`src/include/ddrmr_params.svh`:
```
// Purpose: Offsets, field positions, reset values and counts
// Assumes: Included by the mode register block
// Notes: Functional notes follow
`ifndef DDRMR_PARAMS_SVH
`define DDRMR_PARAMS_SVH

`define DDRMR_ADR_CTRL 8'h00
`define DDRMR_ADR_STATUS 8'h04
`define DDRMR_ADR_MMR 8'h08
`define DDRMR_ADR_EXT1 8'h0c
`define DDRMR_ADR_EXT2 8'h10
`define DDRMR_ADR_EXT3 8'h14

`define DDRMR_CTRL_RST 1'b1
`define DDRMR_REG_RST 14'h0000

`define DDRMR_BA_MMR 3'h0
`define DDRMR_BA_EXT1 3'h1
`define DDRMR_BA_EXT2 3'h2
`define DDRMR_BA_EXT3 3'h3

`define DDRMR_MMR_BL 0
`define DDRMR_MMR_BT 3
`define DDRMR_MMR_CL 4
`define DDRMR_MMR_TM 7
`define DDRMR_MMR_DLLRST 8
`define DDRMR_MMR_WR 9
`define DDRMR_EXT1_DLLDIS 0
`define DDRMR_EXT1_ODC 7

`define DDRMR_DLL_SYNC_CLKS 200

`endif

```
`src/include/ddrmr_pkg.sv`:
```
// Purpose: Types of the DDR2 mode register block
// Assumes: Nothing
// Notes: Pin group and decoded mode travel as structs
package ddrmr_pkg;

	typedef struct packed {
		logic cke;
		logic odt;
		logic cs_n;
		logic ras_n;
		logic cas_n;
		logic we_n;
		logic [2:0] ba;
		logic [13:0] addr;
	} ddrmr_pins_t;

	typedef struct packed {
		logic [2:0] burst_len;
		logic burst_seq;
		logic [2:0] cas_lat;
		logic test_mode;
		logic dll_reset;
		logic [2:0] write_rec;
		logic dll_disable;
		logic [2:0] odc_op;
	} ddrmr_mode_t;

	typedef enum logic [1:0] {
		DLL_OFF,
		DLL_LOCKING,
		DLL_READY
	} ddrmr_dll_t;

endpackage

```
`src/rtl/ddrmr_sync.sv`:
```
// Purpose: Two-stage synchroniser for the pin group
// Assumes: Inputs asynchronous to clk_sys
// Notes: Only the second stage leaves this module
`timescale 1ns/100ps
`default_nettype none
module ddrmr_sync #(
	parameter int W = 24
) (
	input wire logic clk_sys,
	input wire logic rst_n,
	input wire logic [W-1:0] d_i,
	output logic [W-1:0] q_o
);
	logic [W-1:0] meta_q;

	always_ff @(posedge clk_sys) begin
		if (!rst_n) begin
			meta_q <= '0;
			q_o <= '0;
		end else begin
			meta_q <= d_i;
			q_o <= meta_q;
		end
	end
endmodule
`default_nettype wire

```
`src/rtl/ddrmr_top.sv`:
```
// Purpose: DDR2 mode and extended mode registers with DLL status
// Assumes: Pins sampled by clk_sys, link clock far slower
// Notes: Registers readable over classic Wishbone
//
// The implementer's own choices: the placing of the registers and the Wishbone register port.
`timescale 1ns/100ps
`default_nettype none
`include "ddrmr_params.svh"
module ddrmr_top #(
	parameter int DLL_CLKS = `DDRMR_DLL_SYNC_CLKS
) (
	input wire logic clk_sys,
	input wire logic rst_n,
	input wire logic wb_cyc_i,
	input wire logic wb_stb_i,
	input wire logic wb_we_i,
	input wire logic [7:0] wb_adr_i,
	input wire logic [3:0] wb_sel_i,
	input wire logic [31:0] wb_dat_i,
	output logic [31:0] wb_dat_o,
	output logic wb_ack_o,
	input wire logic ddr_ck_i,
	input wire ddrmr_pkg::ddrmr_pins_t ddr_pins_i,
	output ddrmr_pkg::ddrmr_mode_t mode_o,
	output logic clk_active_o,
	output logic dll_ready_o
);
	import ddrmr_pkg::*;

	logic [23:0] sync_q;
	ddrmr_pins_t pins_s;
	logic ck_s;
	logic ck_d_q;
	logic link_edge;
	logic ck_tick;
	logic cmd_live;
	logic set_cmd;
	logic clk_en_q;
	logic listen_q;
	logic dll_en_q;
	logic [13:0] mmr_q;
	logic [13:0] ext1_q;
	logic [13:0] ext2_q;
	logic [13:0] ext3_q;
	ddrmr_mode_t mode_q;
	ddrmr_dll_t dll_st_q;
	logic [7:0] dll_cnt_q;
	logic dll_ready_q;
	logic wb_hit;
	logic wb_done;
	logic wb_ack_q;
	logic [31:0] rdat_q;
	logic [31:0] rdat_d;

	ddrmr_sync #(.W(24)) u_sync (
		.clk_sys(clk_sys),
		.rst_n(rst_n),
		.d_i({ddr_ck_i, ddr_pins_i}),
		.q_o(sync_q)
	);

	assign ck_s = sync_q[23];
	assign pins_s = sync_q[22:0];

	// Rising edge of the memory clock as seen by clk_sys
	always_ff @(posedge clk_sys) begin
		if (!rst_n) begin
			ck_d_q <= 1'b0;
		end else begin
			ck_d_q <= ck_s;
		end
	end
	assign link_edge = ck_s & ~ck_d_q;

	// Clock enable registered at each memory clock edge
	always_ff @(posedge clk_sys) begin
		if (!rst_n) begin
			clk_en_q <= 1'b0;
		end else if (link_edge) begin
			clk_en_q <= pins_s.cke;
		end
	end

	assign ck_tick = link_edge & pins_s.cke;
	assign cmd_live = ck_tick & listen_q;
	assign set_cmd = cmd_live & ~pins_s.cs_n & ~pins_s.ras_n
		& ~pins_s.cas_n & ~pins_s.we_n;

	// Register writes; bank address picks the target
	always_ff @(posedge clk_sys) begin
		if (!rst_n) begin
			mmr_q <= `DDRMR_REG_RST;
			ext1_q <= `DDRMR_REG_RST;
			ext2_q <= `DDRMR_REG_RST;
			ext3_q <= `DDRMR_REG_RST;
		end else if (set_cmd) begin
			if (pins_s.ba == `DDRMR_BA_MMR) begin
				mmr_q <= pins_s.addr;
			end else if (pins_s.ba == `DDRMR_BA_EXT1) begin
				ext1_q <= pins_s.addr;
			end else if (pins_s.ba == `DDRMR_BA_EXT2) begin
				ext2_q <= pins_s.addr;
			end else if (pins_s.ba == `DDRMR_BA_EXT3) begin
				ext3_q <= pins_s.addr;
			end
		end
	end

	// Field decode of the stored main and extended 1 registers
	always_ff @(posedge clk_sys) begin
		if (!rst_n) begin
			mode_q <= '0;
		end else begin
			mode_q.burst_len <= mmr_q[`DDRMR_MMR_BL +: 3];
			mode_q.burst_seq <= mmr_q[`DDRMR_MMR_BT];
			mode_q.cas_lat <= mmr_q[`DDRMR_MMR_CL +: 3];
			mode_q.test_mode <= mmr_q[`DDRMR_MMR_TM];
			mode_q.dll_reset <= mmr_q[`DDRMR_MMR_DLLRST];
			mode_q.write_rec <= mmr_q[`DDRMR_MMR_WR +: 3];
			mode_q.dll_disable <= ext1_q[`DDRMR_EXT1_DLLDIS];
			mode_q.odc_op <= ext1_q[`DDRMR_EXT1_ODC +: 3];
		end
	end

	// DLL enable loads the inverse of extended register 1 bit 0 on each write to that register
	always_ff @(posedge clk_sys) begin
		if (!rst_n) begin
			dll_en_q <= 1'b0;
		end else if (set_cmd && pins_s.ba == `DDRMR_BA_EXT1) begin
			dll_en_q <= ~pins_s.addr[`DDRMR_EXT1_DLLDIS];
		end
	end

	// DLL relock counts memory clock edges after a DLL reset
	always_ff @(posedge clk_sys) begin
		if (!rst_n) begin
			dll_st_q <= DLL_OFF;
			dll_cnt_q <= 8'h00;
		end else begin
			case (dll_st_q)
				DLL_OFF: begin
					dll_cnt_q <= 8'h00;
				end
				DLL_LOCKING: begin
					if (ck_tick) begin
						dll_cnt_q <= dll_cnt_q + 8'h01;
					end
					if (ck_tick && dll_cnt_q == 8'(DLL_CLKS - 1)) begin
						dll_st_q <= DLL_READY;
					end
				end
				default: begin
					dll_cnt_q <= 8'h00;
				end
			endcase
			if (set_cmd && pins_s.ba == `DDRMR_BA_EXT1
				&& pins_s.addr[`DDRMR_EXT1_DLLDIS]) begin
				dll_st_q <= DLL_OFF;
			end else if (set_cmd && pins_s.ba == `DDRMR_BA_MMR
				&& pins_s.addr[`DDRMR_MMR_DLLRST] && dll_en_q) begin
				dll_st_q <= DLL_LOCKING;
				dll_cnt_q <= 8'h00;
			end
		end
	end

	always_ff @(posedge clk_sys) begin
		if (!rst_n) begin
			dll_ready_q <= 1'b0;
		end else begin
			dll_ready_q <= (dll_st_q == DLL_READY);
		end
	end

	// Wishbone slave, registered ack after one wait state per access
	assign wb_hit = wb_cyc_i & wb_stb_i & ~wb_ack_q;
	// Write lands at the edge where the master sees ack
	assign wb_done = wb_cyc_i & wb_stb_i & wb_ack_q;

	always_ff @(posedge clk_sys) begin
		if (!rst_n) begin
			wb_ack_q <= 1'b0;
		end else begin
			wb_ack_q <= wb_hit;
		end
	end

	always_ff @(posedge clk_sys) begin
		if (!rst_n) begin
			listen_q <= `DDRMR_CTRL_RST;
		end else if (wb_done && wb_we_i && wb_sel_i[0]
			&& wb_adr_i == `DDRMR_ADR_CTRL) begin
			listen_q <= wb_dat_i[0];
		end
	end

	always_comb begin
		rdat_d = 32'h0000_0000;
		if (wb_adr_i == `DDRMR_ADR_CTRL) begin
			rdat_d[0] = listen_q;
		end else if (wb_adr_i == `DDRMR_ADR_STATUS) begin
			rdat_d[3:0] = {dll_en_q, dll_st_q == DLL_LOCKING,
				dll_ready_q, clk_en_q};
		end else if (wb_adr_i == `DDRMR_ADR_MMR) begin
			rdat_d[13:0] = mmr_q;
		end else if (wb_adr_i == `DDRMR_ADR_EXT1) begin
			rdat_d[13:0] = ext1_q;
		end else if (wb_adr_i == `DDRMR_ADR_EXT2) begin
			rdat_d[13:0] = ext2_q;
		end else if (wb_adr_i == `DDRMR_ADR_EXT3) begin
			rdat_d[13:0] = ext3_q;
		end
	end

	always_ff @(posedge clk_sys) begin
		if (!rst_n) begin
			rdat_q <= 32'h0000_0000;
		end else if (wb_hit && !wb_we_i) begin
			rdat_q <= rdat_d;
		end
	end

	assign wb_dat_o = rdat_q;
	assign wb_ack_o = wb_ack_q;
	assign mode_o = mode_q;
	assign clk_active_o = clk_en_q;
	assign dll_ready_o = dll_ready_q;
endmodule
`default_nettype wire

```
`config.mk`:
```
export PLATFORM = sky130hd
export DESIGN_NAME = ddrmr_top
export DESIGN_NICKNAME = d
export VERILOG_FILES = /design/src/include/ddrmr_pkg.sv /design/src/rtl/ddrmr_sync.sv /design/src/rtl/ddrmr_top.sv
export VERILOG_INCLUDE_DIRS = /design/src /design/src/include
export SDC_FILE = /design/constraint.sdc
export NUM_CORES = 1
export LEC_CHECK = 0
export BUFFER_PORTS_ARGS = -buffer_cell sky130_fd_sc_hd__buf_2
export CAP_MARGIN = 20
export CORE_UTILIZATION = 58
export DETAILED_ROUTE_END_ITERATION = 8
export PLACE_DENSITY = 0.82
export SLEW_MARGIN = 20
export SYNTH_ARGS = -nofsm -noshare
export SYNTH_HDL_FRONTEND = slang
export SYNTH_SLANG_ARGS = --single-unit
```
`constraint.sdc`:
```
create_clock -name clk_sys -period 3.99 [get_ports clk_sys]
set_clock_uncertainty 0.1 [all_clocks]
set_input_delay 0.9975 -clock clk_sys [delete_from_list [all_inputs] [get_ports clk_sys]]
set_output_delay 0.9975 -clock clk_sys [all_outputs]
set_load 0.03 [all_outputs]
```
==> impl_metrics.json <==
{
  "cts_resized": 0,
  "post-route-period-util_pct": 62.64,
  "crit_start": "u_sync.q_o[23]",
  "finalHoldViolCount": 0,
  "drt-initial-drc-count": 227,
  "ant_nets": 0,
  "slew_viol_final": 0,
  "worstSetupEndpointType": "flip-flop",
  "cts_buffers": 17,
  "cts.sinks": 148,
  "antennaDiodeCount": 0,
  "die_w_um": 100.7,
  "htreeDepth": 4,
  "vias": 4055,
  "gr-total-overflow": 0,
  "firstDrtPassIters": 4,
  "rrSetupSlack_ns": 1.49,
  "cap_violations": 0,
  "wire_per_inst_um": 14.89,
  "final_layout_size_suffix_gt1_share_pct": 17.91,
  "fmax_mhz": 400.1,
  "antenna_found_initial": 0,
  "tightest_slew_ns": 0.9438,
  "setup_slack_ns": 1.491,
  "outcome": "finished, final reports clean",
  "num_rows": 35,
  "syn_avg_cell_area_um2": 10.11,
  "drc": 0,
  "synth_cell_type_count": 45,
  "slew_headroom_pct": 37.08,
  "grt_usage_pct": 23.84,
  "cts_setup_buffers": 0,
  "yosys_warnings": 0,
  "p_per_area_mw_per_mm2": 489.7,
  "ir_drop_mv": 0.2955,
  "synthCells": 559,
  "clockRootBuffer": "clkbuf_8",
  "clk_path_buf_depth": 2,
  "cp-start-kind": "flip-flop",
  "crit_type": "reg -> reg",
  "die_area_mm2": 0.01015,
  "coreArea_mm2": 0.009328,
  "period_needed_ns": 2.499,
  "syn_area_mm2": 0.005653,
  "clk_latency_ns": 0.52,
  "area_delta_synth_final_pct": 16.47,
  "cp.arrival_ns": 2.78,
  "holdBufCountCts": 0,
  "worst_ep_required_time_ns": 4.27,
  "hold_class": "reg -> reg",
  "fin_cells": 760,
  "setup_viol": 0,
  "grt_first_pass_wirelength_mm": 18.61,
  "ios": 124,
  "clk_pin_slew_ns": 0.07,
  "p_leak_nw": 2.843,
  "start_util_pct": 60.60,
  "grt_pass1_vias": 3735,
  "finalInstanceArea_mm2": 0.006584,
  "finalSetupTns_ns": 0,
  "viasPerCell": 5.336,
  "cp_max_fo": 15,
  "die_h_um": 100.7,
  "cts_tree": "done",
  "postPlaceCellArea_mm2": 0.005992,
  "dp.cells": 728,
  "holdCritStartpoint": "u_sync.meta_q[4]",
  "hpwl_mm": 7.029,
  "grt_start_max_net_pins": 76,
  "worstReg2RegStart": "u_sync.q_o[23]",
  "wl_mm": 11.32,
  "mostFrequentLayoutCells": "dfxtp_1, buf_2, and2_1",
  "final_nets": 692,
  "port_buffers": 70,
  "ys_ff_latch": 148,
  "place_ws_ns": 1.117,
  "final_common_cell": "dfxtp_1",
  "gp_congestion": 0.7688,
  "rsz0062_at_grt": "false",
  "ys_seq_area_share_pct": 52.41
}
-- cell families after synthesis --
kind of cell | synth area share [%]
and+or+nand+nor | 23.73
DFF | 52.41
AOI/OAI and AO/OA | 8.499
buffers and inverters | 5.312
muxes | 8.676
xor gates and xnor gates | 1.085
adders and majority gates | 0.2213
other | 0.06634
-- area by class of cell --
| class | count | area (um2) |
|---|---|---|
| timing repair buffer | 75 | 387.9 |
| tap | 129 | 161.4 |
| clock inverter | 15 | 177.7 |
| multi-input combinational | 369 | 2454 |
| sequential | 148 | 2963 |
| clock buffer | 17 | 414.1 |
| fill | 707 | 2744 |
| inverter | 7 | 26.28 |
-- registers in the layout (all words and copies together), names as in the netlist --
name / count
ext1_q: 14
u_sync.meta_q: 23
dll_cnt_q: 8
mode_o: 16
dll_ready_o: 1
wb_ack_o: 1
clk_active_o: 1
wb_dat_o: 14
listen_q: 1
mmr_q: 14
dll_st_q: 2
u_sync.q_o: 23
ck_d_q: 1
dll_en_q: 1
ext2_q: 14
ext3_q: 14
-- worst max-delay path, stage by stage, from the launching register on --
cell and delay [ns]:
dfxtp_1 0.36, and3b_1 0.46, nand4_2 0.56, o211ai_1 0.76, nor2_1 0.11
-- final timing paths --
path,end,cells after the start
hold / removal,u_sync.q_o[4],1
hold reg to reg,u_sync.q_o[4],1
setup reg to reg,dll_cnt_q[0],4
setup / recovery,dll_cnt_q[0],4
-- cell usage after synthesis (all sizes together) --
| cell | instances | area share [%] |
|---|---|---|
| o211ai | 1 | 0.13 |
| nand2 | 38 | 2.5 |
| conb | 1 | 0.066 |
| a221o | 3 | 0.53 |
| nand4b | 2 | 0.42 |
| nor4b | 1 | 0.42 |
| clkbuf | 26 | 1.7 |
| mux2i | 49 | 8.7 |
| a21oi | 16 | 1.4 |
| o31ai | 10 | 1.3 |
| or4 | 2 | 0.33 |
| a211oi | 3 | 0.40 |
| a31oi | 1 | 0.11 |
| ha | 1 | 0.22 |
| nor2b | 56 | 6.2 |
| nor3b | 2 | 0.27 |
| xor2 | 3 | 0.46 |
| o21ai | 7 | 0.62 |
| a221oi | 10 | 1.5 |
| nand4bb | 1 | 0.20 |
| nand4 | 7 | 1.0 |
| nand3 | 6 | 0.53 |
| nand3b | 12 | 1.6 |
| dfxtp | 148 | 52 |
| nor4bb | 1 | 0.18 |
| nand2b | 1 | 0.11 |
| and3 | 2 | 0.22 |
| a41oi | 1 | 0.15 |
| a41o | 1 | 0.18 |
| a21boi | 11 | 1.5 |
| nor2 | 23 | 1.7 |
| and4 | 3 | 0.46 |
| and2 | 65 | 7.2 |
| buf | 26 | 3.1 |
| o221ai | 4 | 0.62 |
| xnor2 | 4 | 0.62 |
| inv | 7 | 0.46 |
| and3b | 1 | 0.15 |
| nor3 | 3 | 0.27 |
-- power by group --
part	internal (W)	leakage [nW]	switching (W)
Combinational	0.0000510	1.35	0.0000857
Sequential	0.00150	1.20	0.0000148
Clock	0.000873	0.295	0.000698
-- per-layer routing --
layer	vias up	track usage [%]	share of wire, %
met3	24	5.479	7.0
met1	1875	31.39	45
met4	0	12.15	1.9
met5	-	0	0
li1	1985	-	-
met2	171	36.78	46
-- stage by stage --
step	util, %	power [W]	hold slack [ns]
2_1_floorplan	-	0.001657	0.3119
3_3_place_gp	64.24	0.001682	0.3171
4_1_cts	70.58	0.003247	0.3326
6_report	70.58	0.003224	0.3316
5_1_grt	70.58	0.003330	0.3418
3_5_place_dp	64.24	0.001685	0.3169
Power figures use the tool's default switching activity.
